`src/rtl/fmt_pkg.sv`:
```
package fmt_pkg;

	// ************************************************************
	// register map
	// ************************************************************
	localparam logic [7:0] ADDR_FLASH_TIMING = 8'h04;
	localparam logic [7:0] ADDR_MAX_CURRENT  = 8'h05;
	localparam logic [7:0] ADDR_FIRST_FLASH  = 8'h06;

	localparam logic [7:0] RST_FLASH_TIMING  = 8'h42;
	localparam logic [7:0] RST_MAX_CURRENT   = 8'h7F;
	localparam logic [7:0] RST_FIRST_FLASH   = 8'h7F;
	localparam logic [7:0] UNMAPPED_READ     = 8'hFF;

	// ************************************************************
	// field positions
	// ************************************************************
	localparam int BIT_MON_UPDOWN  = 7;
	localparam int BIT_STROBE_EDGE = 6;
	localparam int RAMP_HI         = 5;
	localparam int RAMP_LO         = 3;
	localparam int TOUT_HI         = 2;
	localparam int TOUT_LO         = 0;
	localparam int BIT_SHORT_EN    = 7;
	localparam int TORCH_HI        = 6;
	localparam int TORCH_LO        = 4;
	localparam int MAXF_HI         = 3;
	localparam int MAXF_LO         = 0;
	localparam int BIT_STROBE_PIN  = 7;
	localparam int FIRST_HI        = 6;
	localparam int FIRST_LO        = 0;

	// ************************************************************
	// timing
	// ************************************************************
	localparam int CLK_HZ         = 100_000_000;
	localparam int HZ_PER_MHZ     = 1_000_000;
	localparam int TICK_CYCLES    = (CLK_HZ + HZ_PER_MHZ - 1) / HZ_PER_MHZ;
	localparam int RAMP_BASE_US   = 256;
	localparam int TOUT_STEP_US   = 50_000;
	localparam int TIME_W         = 19;

	// the max flash code is on a scale eight times coarser than the led code
	localparam int FINE_SHIFT     = 3;
	localparam logic [2:0] FINE_FILL = 3'h7;

	typedef enum logic [1:0]
	{
		FL_IDLE    = 2'b00,
		FL_RAMP    = 2'b01,
		FL_ON      = 2'b11,
		FL_EXPIRED = 2'b10
	} fmt_flash_t;

endpackage : fmt_pkg

```
`src/rtl/fmt_flash_timing_current_limits.sv`:
```
// Behaviour
// [RULE1] timing bit 7: 0 monitor adjusts current down only (default), 1 up and down
// [RULE2] timing bit 6: 0 level strobe, 1 edge strobe; edge is the reset default
// [RULE3] ramp field bits 5:3: 256 us at 000, doubling per code to 32.768 ms
// [RULE4] time-out bits 2:0: 50 ms per step from 50 ms to 400 ms, default 150 ms
// [RULE5] max torch bits 6:4 pick 23.04 to 187.10 mA, default code 111
// [RULE6] max flash bits 3:0 pick total limit in 93.75 mA steps, default 1111
// [RULE7] with both leds active, second code equals max code minus first code
// [RULE8] max below first code: first clamped to max, second led switched off
// [RULE9] flash lasting the selected time-out is ended and current stops
module fmt_flash_timing_current_limits #(
	parameter int TICK_CYCLES  = fmt_pkg::TICK_CYCLES,
	parameter int RAMP_BASE_US = fmt_pkg::RAMP_BASE_US,
	parameter int TOUT_STEP_US = fmt_pkg::TOUT_STEP_US
)(
	input  wire logic       clk,
	input  wire logic       rst,
	input  wire logic [7:0] regAddr,
	input  wire logic [7:0] regWrData,
	input  wire logic       regWrEn,
	input  wire logic       regRdEn,
	output logic      [7:0] regRdData,
	input  wire logic       flashModeEn,
	input  wire logic       strobe,
	output logic            flashActive,
	output logic            flashRamping,
	output logic            flashTimedOut,
	output logic            monitorUpDown,
	output logic            strobeEdgeMode,
	output logic      [2:0] maxTorchCode,
	output logic      [6:0] firstLedCode,
	output logic      [6:0] secondLedCode,
	output logic            secondLedOff,
	output logic            shortFaultEn
);

	localparam int TW = fmt_pkg::TIME_W;

	// ************************************************************
	// registers
	// ************************************************************
	logic [7:0] timing_q;
	logic [7:0] maxCur_q;
	logic [7:0] first_q;

	wire selTiming = (regAddr == fmt_pkg::ADDR_FLASH_TIMING);
	wire selMax    = (regAddr == fmt_pkg::ADDR_MAX_CURRENT);
	wire selFirst  = (regAddr == fmt_pkg::ADDR_FIRST_FLASH);

	// writes anywhere else are dropped, so stray addresses cannot disturb the flash setup
	wire wrTiming  = regWrEn && selTiming;
	wire wrMax     = regWrEn && selMax;
	wire wrFirst   = regWrEn && selFirst;

	// read data is registered, so a read and a write in one cycle return the old value
	wire [7:0] rdMux = selTiming ? timing_q :
	                   selMax    ? maxCur_q :
	                   selFirst  ? first_q  : fmt_pkg::UNMAPPED_READ;

	always_ff @(posedge clk)
	begin
		if (rst)
		begin
			timing_q  <= fmt_pkg::RST_FLASH_TIMING; // [RULE1] [RULE2] [RULE3] [RULE4]
			maxCur_q  <= fmt_pkg::RST_MAX_CURRENT;  // [RULE5] [RULE6]
			first_q   <= fmt_pkg::RST_FIRST_FLASH;
			regRdData <= fmt_pkg::UNMAPPED_READ;
		end
		else
		begin
			if (wrTiming)
				timing_q <= regWrData;
			if (wrMax)
				maxCur_q <= regWrData;
			if (wrFirst)
				first_q <= regWrData;
			if (regRdEn)
				regRdData <= rdMux;
		end
	end

	// ************************************************************
	// field decode
	// ************************************************************
	wire       monBit    = timing_q[fmt_pkg::BIT_MON_UPDOWN];
	wire       edgeMode  = timing_q[fmt_pkg::BIT_STROBE_EDGE];
	wire [2:0] rampCode  = timing_q[fmt_pkg::RAMP_HI:fmt_pkg::RAMP_LO];
	wire [2:0] toutCode  = timing_q[fmt_pkg::TOUT_HI:fmt_pkg::TOUT_LO];
	wire       strobeUse = first_q[fmt_pkg::BIT_STROBE_PIN];
	wire [2:0] torchCode = maxCur_q[fmt_pkg::TORCH_HI:fmt_pkg::TORCH_LO];
	wire       shortBit  = maxCur_q[fmt_pkg::BIT_SHORT_EN];

	wire [TW-1:0] rampUs = TW'(RAMP_BASE_US) << rampCode; // [RULE3]
	wire [TW-1:0] toutUs = TW'(TOUT_STEP_US * (int'(toutCode) + 1)); // [RULE4]

	// ************************************************************
	// current split
	// ************************************************************
	// the second led gets what the first leaves of the shared limit
	wire [6:0] maxFine  = {maxCur_q[fmt_pkg::MAXF_HI:fmt_pkg::MAXF_LO], fmt_pkg::FINE_FILL}; // [RULE6]
	wire [6:0] firstReq = first_q[fmt_pkg::FIRST_HI:fmt_pkg::FIRST_LO];
	wire       overMax  = (maxFine < firstReq);
	wire [6:0] firstEff = overMax ? maxFine : firstReq; // [RULE8]
	wire [6:0] secondEff = overMax ? 7'h00 : maxFine - firstReq; // [RULE7] [RULE8]

	// ************************************************************
	// flash sequencing
	// ************************************************************
	fmt_pkg::fmt_flash_t state_q;
	fmt_pkg::fmt_flash_t state_d;
	logic strobe_q;
	logic modeEn_q;

	// without the strobe pin the flash follows the mode bit written over the bus
	wire trigLevel = strobeUse ? (strobe && flashModeEn) : flashModeEn;
	// a strobe already high when the pin is enabled is not an edge
	wire trigRise  = strobeUse ? (strobe && !strobe_q && flashModeEn) : (flashModeEn && !modeEn_q);
	wire start     = edgeMode ? trigRise : trigLevel; // [RULE2]
	wire hold      = edgeMode ? flashModeEn : trigLevel; // [RULE2]

	// ramp and steady-on both drive current; decoded for the present and the next state
	function automatic logic isLit(input fmt_pkg::fmt_flash_t s);
		return (s == fmt_pkg::FL_RAMP) || (s == fmt_pkg::FL_ON);
	endfunction : isLit

	wire running = isLit(state_q);
	wire rampDone;
	wire toutDone;

	fmt_us_timer #(
		.CNT_W       (TW),
		.TICK_CYCLES (TICK_CYCLES)
	) u_ramp (
		.clk     (clk),
		.rst     (rst),
		.run     (state_q == fmt_pkg::FL_RAMP),
		.limitUs (rampUs),
		.expired (rampDone)
	);

	// spans ramp and on, so a long ramp eats into the on time rather than extending the flash
	fmt_us_timer #(
		.CNT_W       (TW),
		.TICK_CYCLES (TICK_CYCLES)
	) u_tout (
		.clk     (clk),
		.rst     (rst),
		.run     (running),
		.limitUs (toutUs),
		.expired (toutDone)
	);

	always_comb
	begin
		state_d = state_q;
		case (state_q)
			fmt_pkg::FL_IDLE:
				if (start)
					state_d = fmt_pkg::FL_RAMP;
			fmt_pkg::FL_RAMP:
				if (!hold)
					state_d = fmt_pkg::FL_IDLE;
				else if (toutDone)
					state_d = fmt_pkg::FL_EXPIRED; // [RULE9]
				else if (rampDone)
					state_d = fmt_pkg::FL_ON;
			fmt_pkg::FL_ON:
				if (!hold)
					state_d = fmt_pkg::FL_IDLE;
				else if (toutDone)
					state_d = fmt_pkg::FL_EXPIRED; // [RULE9]
			// stays dark until the trigger is released so a held strobe cannot relight
			fmt_pkg::FL_EXPIRED:
				if (!trigLevel)
					state_d = fmt_pkg::FL_IDLE;
			default:
				state_d = fmt_pkg::FL_IDLE;
		endcase
	end

	wire nextRunning = isLit(state_d);
	wire expireEvent = (state_d == fmt_pkg::FL_EXPIRED) && (state_q != fmt_pkg::FL_EXPIRED);

	always_ff @(posedge clk)
	begin
		if (rst)
		begin
			state_q        <= fmt_pkg::FL_IDLE;
			strobe_q       <= 1'b0;
			modeEn_q       <= 1'b0;
			flashActive    <= 1'b0;
			flashRamping   <= 1'b0;
			flashTimedOut  <= 1'b0;
			// copies start from the register reset image so they agree from the first edge
			monitorUpDown  <= fmt_pkg::RST_FLASH_TIMING[fmt_pkg::BIT_MON_UPDOWN]; // [RULE1]
			strobeEdgeMode <= fmt_pkg::RST_FLASH_TIMING[fmt_pkg::BIT_STROBE_EDGE]; // [RULE2]
			maxTorchCode   <= fmt_pkg::RST_MAX_CURRENT[fmt_pkg::TORCH_HI:fmt_pkg::TORCH_LO]; // [RULE5]
			shortFaultEn   <= fmt_pkg::RST_MAX_CURRENT[fmt_pkg::BIT_SHORT_EN];
			firstLedCode   <= 7'h00;
			secondLedCode  <= 7'h00;
			secondLedOff   <= 1'b1;
		end
		else
		begin
			state_q        <= state_d;
			strobe_q       <= strobe;
			modeEn_q       <= flashModeEn;
			flashActive    <= nextRunning; // [RULE9]
			flashRamping   <= (state_d == fmt_pkg::FL_RAMP); // [RULE3]
			flashTimedOut  <= expireEvent; // [RULE9]
			monitorUpDown  <= monBit; // [RULE1]
			strobeEdgeMode <= edgeMode; // [RULE2]
			maxTorchCode   <= torchCode; // [RULE5]
			shortFaultEn   <= shortBit;
			// no current is driven outside an active flash
			firstLedCode   <= nextRunning ? firstEff : 7'h00; // [RULE8] [RULE9]
			secondLedCode  <= nextRunning ? secondEff : 7'h00; // [RULE7] [RULE9]
			secondLedOff   <= !nextRunning || overMax || (secondEff == 7'h00); // [RULE8]
		end
	end

endmodule : fmt_flash_timing_current_limits

```
`src/rtl/fmt_us_timer.sv`:
```
module fmt_us_timer #(
	parameter int CNT_W       = 19,
	parameter int TICK_CYCLES = 100
)(
	input  wire logic             clk,
	input  wire logic             rst,
	input  wire logic             run,
	input  wire logic [CNT_W-1:0] limitUs,
	output logic                  expired
);

	localparam int DIV_W = $clog2(TICK_CYCLES + 1);

	logic [DIV_W-1:0] div_q;
	logic [CNT_W-1:0] count_q;
	wire              tick    = (div_q == DIV_W'(TICK_CYCLES - 1));
	wire              reached = (count_q >= limitUs);

	// count restarts whenever run drops so every flash gets a full interval
	always_ff @(posedge clk)
	begin
		if (rst || !run)
		begin
			div_q   <= '0;
			count_q <= '0;
			expired <= 1'b0;
		end
		else
		begin
			div_q   <= tick ? '0 : div_q + 1'b1;
			if (tick && !reached)
				count_q <= count_q + 1'b1;
			expired <= reached;
		end
	end

endmodule : fmt_us_timer

```
`config.mk`:
```
export PLATFORM = sky130hd
export DESIGN_NAME = fmt_flash_timing_current_limits
export DESIGN_NICKNAME = d
export VERILOG_FILES = /design/src/rtl/fmt_pkg.sv /design/src/rtl/fmt_flash_timing_current_limits.sv /design/src/rtl/fmt_us_timer.sv
export SDC_FILE = /design/constraint.sdc
export NUM_CORES = 1
export LEC_CHECK = 0
export ABC_AREA = 1
export BUFFER_PORTS_ARGS = -buffer_cell sky130_fd_sc_hd__buf_2
export CAP_MARGIN = 30
export CORE_ASPECT_RATIO = 1.75
export CORE_MARGIN = 4
export CORE_UTILIZATION = 54
export DETAILED_ROUTE_END_ITERATION = 16
export PLACE_DENSITY = 0.85
export SLEW_MARGIN = 0
export SYNTH_ARGS = -nofsm -noshare
export SYNTH_HDL_FRONTEND = slang
export SYNTH_SLANG_ARGS = --single-unit
```
`constraint.sdc`:
```
create_clock -name clk -period 3.5 [get_ports clk]
set_input_delay 0.175 -clock clk [delete_from_list [all_inputs] [get_ports clk]]
set_output_delay 0.175 -clock clk [all_outputs]
set_load 0.1 [all_outputs]
```
## After elaboration in Yosys (flattened, before gate mapping)

Index checks and enable logic that the tools add are counted.

| storage, ports and cells | value |
|---|---|
| register bits | 114 |
| bits of input ports | 22 |
| output and inout port bits | 32 |
| logic and storage cells | 92 |

| cells by class | value |
|---|---|
| add/sub/neg operators | 6 |
| multipliers | 1 |
| magnitude comparators | 3 |
| eq/ne operators | 12 |
| shift operators | 1 |
| multiplexer cells | 17 |
| bitwise gates (word level) | 1 |
| reductions and logical operators | 28 |

Operator list:

| kind | number |
|---|---|
| $add 19x1->19 const B | 2 |
| $ge 19x19->1 | 2 |
| $eq 8x3->1 const B | 3 |
| $mux 8 | 3 |
| $shl 9x3->19 const A | 1 |
| $mul 12x4->15 const A | 1 |
| $add 7x1->7 const B | 2 |
| $eq 7x7->1 const B | 2 |
| $mux 2 | 7 |
| $mux 7 | 2 |
| $logic_and 1x1->1 | 10 |
| $eq 2x2->1 const B | 4 |
| $pmux 2 s4 | 1 |
| $logic_not 1->1 | 7 |
| $logic_not 7->1 | 1 |
| $lt 7x7->1 | 1 |
| $sub 7x7->7 | 1 |
| $logic_or 1x1->1 | 6 |
| $reduce_or 2->1 | 3 |
| $add 3x1->4 const B | 1 |
| $eq 2x1->1 const B | 2 |
| $mux 1 | 4 |
| $logic_not 2->1 | 1 |
| $ne 2x2->1 const B | 1 |
| $not 1->1 | 1 |

## Depth between registers and ports, before layout

| depth | value |
|---|---|
| word-level depth | 12 |
| gate-level depth with buffers | 28 |
| mapped depth without buffers | 27 |

## By module

Synthesis repeated with hierarchy kept, for this count alone.

| second synthesis, totals | value |
|---|---|
| cells, all modules | 1074 |
| area total of the unflattened synthesis | 7380.8 um2 |

Modules (own cells, without submodules):

| module | instances | cells an instance | area an instance (um2) | seq. area each (um2) |
|---|---|---|---|---|
| fmt_us_timer | 2 | 336 | 2144.6 | 540.5 |
| fmt_flash_timing_current_limits | 1 | 402 | 3091.7 | 1201.2 |

## Least setup slack after synthesis

OpenSTA, ideal clock, no wires.

| timing path | value |
|---|---|
| path type | reg2reg |
| start | register timing_q[0] |
| end | register u_tout.count_q[0] |
| library setup time | 113 ps |
| data arrival time | 3649 ps |
| data required time | 3387 ps |
| setup slack | -262 ps |
| stages on the path, launching flop included | 19 |
| buffers on the path | 1 |
| period minus slack after synthesis | 3762 ps |
| cells stage by stage | dfxtp_1 > inv_1 > ha_1 > ha_1 > ha_1 > ha_1 > nand2_1 > nor3_1 > nand3_1 > nand3_1 > xor2_1 > ha_1 > nand3_1 > nor2_1 > a21oi_2 > nand3_4 > buf_2 > nor2_1 > nor2_1 |

| between the ends | value |
|---|---|
| longest elaborated chain between the ends | 5 |

Ends and longest elaborated chain:

| what | line | text |
|---|---|---|
| start, declared | fmt_flash_timing_current_limits.sv:42 | `logic [7:0] timing_q;` |
| start signal, assigned | fmt_flash_timing_current_limits.sv:64 | `timing_q <= fmt_pkg::RST_FLASH_TIMING;` |
| start signal, assigned | fmt_flash_timing_current_limits.sv:72 | `timing_q <= regWrData;` |
| $add 3x1->4 | fmt_flash_timing_current_limits.sv:94 | `wire [TW-1:0] toutUs = TW'(TOUT_STEP_US * (int'(toutCode) + 1));` |
| $mul 12x4->15 | fmt_flash_timing_current_limits.sv:94 |  |
| $ge 19x19->1 | fmt_us_timer.sv:17 | `wire reached = (count_q >= limitUs);` |
| $logic_not 1->1 | fmt_us_timer.sv:31 | `if (tick && !reached)` |
| $logic_and 1x1->1 | fmt_us_timer.sv:31 |  |
| end signal, assigned | fmt_us_timer.sv:32 | `count_q <= count_q + 1'b1;` |
| end, declared | fmt_us_timer.sv:15 | `logic [CNT_W-1:0] count_q;` |

Every way passes these cells.
A chain may end at the register's enable or synchronous reset.

## Worst setup path after layout

| timing path | value |
|---|---|
| start | register timing_q[1] |
| end | register u_tout.count_q[15] |

The elaborated chain is that of the path after synthesis.

==> flow_summary_export.csv <==
group,metric,value,unit
outcome,status,"finished with violations",
outcome,violations,"negative setup slack",
setup_path,path_max_fanout,5,
power_and_ir_drop,vdd_drop_max,0.000431,V
logic_synthesis,synthTopCellsByCount,"nand2_1 (211), dfxtp_1 (113), nor2_1 (90), inv_1 (89), a21oi_1 (77)",
clock_network,htreeDepth,4,
setup_path,required,3760,ps
placed_design,place_ws,-76.4,ps
hold_path,worstHoldPathCells,3,
floorplanning,io_pins,54,
clock_network,clkTransAtPathRegs,50,ps
layout,area_growth,24.5,%
layout,fin_area,7780,µm²
logic_synthesis,yosysUniqueCellTypes,41,
logic_synthesis,syn_inst,871,
sta,final-hold-violation-count,0,
drt,vias_per_cell,5.81,
logic_synthesis,yosys_warnings,0,
global_routing,grt_max_degree,29,
floorplanning,die_h,150,µm
layout,multi_input_area,3870,µm²
setup_path,crit_path_start_kind,"register",
clock_network,ctsHoldBuffers,0,
layout,layout.nets,1021,
setup_path,worstSetupPathType,"reg2reg",
logic_synthesis,netlist_area,6250,µm²
clock_network,cts_tree,"built",
sta,worstMarginPinSlew,886,ps
floorplanning,row_count,51,
placed_design,dpl.hpwl,11600,µm
logic_synthesis,synth_top_area_frac,0.362,
logic_synthesis,ys_ff_latch,113,
layout,fillers,825,
sta,max-slew-margin-rel,0.405,
setup_path,end_kind,"register",
clock_network,clk_latency,410,ps
setup_path,max_stage_delay,390,ps
logic_synthesis,synth.most_common_cell,"nand2_1",
setup_path,arrival,3780,ps
placed_design,io_buffers,53,
clock_network,cts_sinks,113,
setup_path,crit_slowest_cell,"dfxtp_4",
global_routing,grt_pass1_vias,6194,
sta,rsz0062_at_grt,"true",
clock_network,clock-root-buffer,"clkbuf_16",
logic_synthesis,synth_async_sr_flop_share,0,
clock_network,numCtsBuffers,17,
drt,drtAntennaViolNets,0,
drt,first_iter_violations,359,
global_routing,grt_pass1_wl,27600,µm
job,maxCapViolations,0,
drt,dr.pass1.iters,6,
logic_synthesis,ys_seq_area_frac,0.362,
global_routing,grt_antenna_before_repair,0,
logic_synthesis,synth_edf_count,0,
setup_path,crit_top_cell,"nand2_1",
layout,drive_above_1_share,0.192,
setup_path,crit_chain,"inv_4 -> nor3_4 -> buf_6 -> ha_4 -> ha_4 -> ha_4 -> nand2_1 -> nand3b_1 -> nand2_1 -> nand2_1 -> nand2_1 -> nand2_1 -> nand2_2 -> ha_4 -> a21oi_2 -> o21ai_2 -> a21oi_4 -> buf_6 -> nand3_4 -> nand2_2 -> a21oi_1",
logic_synthesis,synth_nets,942,
drt,wl_per_cell,16.0,µm
sta,finalCritPeriodShare,1.01,
floorplanning,initial_core_util,0.557,
placed_design,dpl-instance-area,6750,µm²
drt,route.detailed.drc,0,
setup_path,ff2ff_path_depth,21,
power_and_ir_drop,leakage,3.31,nW
logic_synthesis,synthFlopType,"dfxtp_1",
floorplanning,die_area,13400,µm²
sta,fmax,284,MHz
global_routing,track_usage,0.262,
hold_path,hold_path.class,"in2reg",
sta,finClkSkew,9.99,ps
floorplanning,die_w,89.3,µm
sta,period_minus_slack,3520,ps
sta,setup_viol,7,
sta,fin_ws,-22.0,ps
layout,regArea,2270,µm²
global_routing,grt_overflow,0,
logic_synthesis,synth_area_leader_cell,"dfxtp_1",
logic_synthesis,synth_area_leaders,"dfxtp_1 (36%), nand2_1 (13%), ha_1 (9.6%), a21oi_1 (6.2%), nor2_1 (5.4%)",
sta,finalMaxSlewViolations,0,
floorplanning,placeableCoreArea,11200,µm²
layout,n_antenna_cell,0,
logic_synthesis,syn_area_per_cell,7.18,µm²
power_and_ir_drop,p_per_area,424,nW/µm²
drt,postRouteWirelength,17500,µm
placed_design,gp_congestion,0.911,
drt,via_count,6355,
clock_network,clockBufferDepth,2,
## cells by family after synthesis
group / count (synthesis) / synth area share
XOR/XNOR: 33 / 0.0462
flip-flops: 113 / 0.362
buffers and inverters: 117 / 0.0758
AO/OA/AOI/OAI: 141 / 0.122
AND/OR/NAND/NOR: 418 / 0.294
adder cells (fa/ha/maj): 49 / 0.0993
## final cells by class
| type | count | area share |
|---|---|---|
| clock buffers | 19 | 0.0582 |
| clock inverters | 12 | 0.0204 |
| inverters | 96 | 0.0469 |
| multi-input cells | 644 | 0.497 |
| flip-flops and latches | 113 | 0.292 |
| well taps | 132 | 0.0212 |
| repair buffers | 78 | 0.0648 |
## metrics by stage
step / std cells / power, mW / hold WS (ps) / util / TNS [ps]
detailed placement: 1055 / 1.55 / 420 / 0.601 / -1080
finish: 1094 / 3.30 / 13.4 / 0.693 / -83.3
CTS: 1092 / 3.31 / 5.20 / 0.666 / -20.6
global route: 1094 / 3.38 / 19.4 / 0.693 / -3330
global placement: 1055 / 1.55 / 418 / 0.601 / 0
floorplan: 871 / 1.50 / 300 / - / 0
## registers in the layout (all words and copies together), names as in the netlist, 8 cells and up
| name | count |
|---|---|
| u_ramp.count_q | 19 |
| timing_q | 8 |
| regRdData | 8 |
| maxCur_q | 8 |
| u_tout.count_q | 19 |
| first_q | 8 |
## where the power goes
part | internal [mW] | total (mW) | switching (mW)
clock network | 1.16 | 1.77 | 0.616
registers | 1.30 | 1.31 | 0.00869
logic | 0.0370 | 0.215 | 0.178
total | 2.50 | 3.30 | 0.802
## worst max-delay path, delay by kind of cell, from the launching register on
| kind | cells | cell delay (ps) |
|---|---|---|
| simple gates | 10 | 1190 |
| fa+ha+maj | 4 | 920 |
| compound gates | 4 | 490 |
| flops | 1 | 390 |
| buf+inv | 3 | 360 |
## metal layers
layer,part of all wire,track usage,wire [µm],vias up
li1,-,-,-,3065
met4,0.061,0.149,1070,0
met3,0.069,0.0575,1210,91
met2,0.53,0.470,9310,308
met5,0,0,0,-
met1,0.34,0.270,5950,2891
## final timing paths
kind	end	startpoint	slack (ps)
min	first_q[0]	regWrData[0]	10
min reg2reg	u_ramp.count_q[18]	u_ramp.count_q[18]	430
max reg2reg	u_tout.count_q[15]	timing_q[1]	-20
max	u_tout.count_q[15]	timing_q[1]	-20
## repair_timing
action	CTS	global route
endpoints found under the setup margin	20	20
pin swaps	2	50
cloned	3	1
resized for setup	15	64
buffers inserted	3	1
## cells in the final DEF (no fill, tap or decap), types with 5 or more instances in the layout
master / count
a21oi_1: 73
buf_2: 53
buf_4: 16
buf_6: 7
clkbuf_16: 18
dfxtp_1: 111
ha_1: 38
ha_4: 10
inv_1: 81
inv_2: 11
nand2_1: 192
nand2_2: 18
nand3_1: 41
nand3_4: 5
nand4_1: 35
nor2_1: 88
nor3_1: 12
o211ai_1: 13
o21ai_0: 34
o22ai_1: 8
xnor2_1: 16
xor2_1: 17
Note: power is estimated with default switching activity, not from simulation.
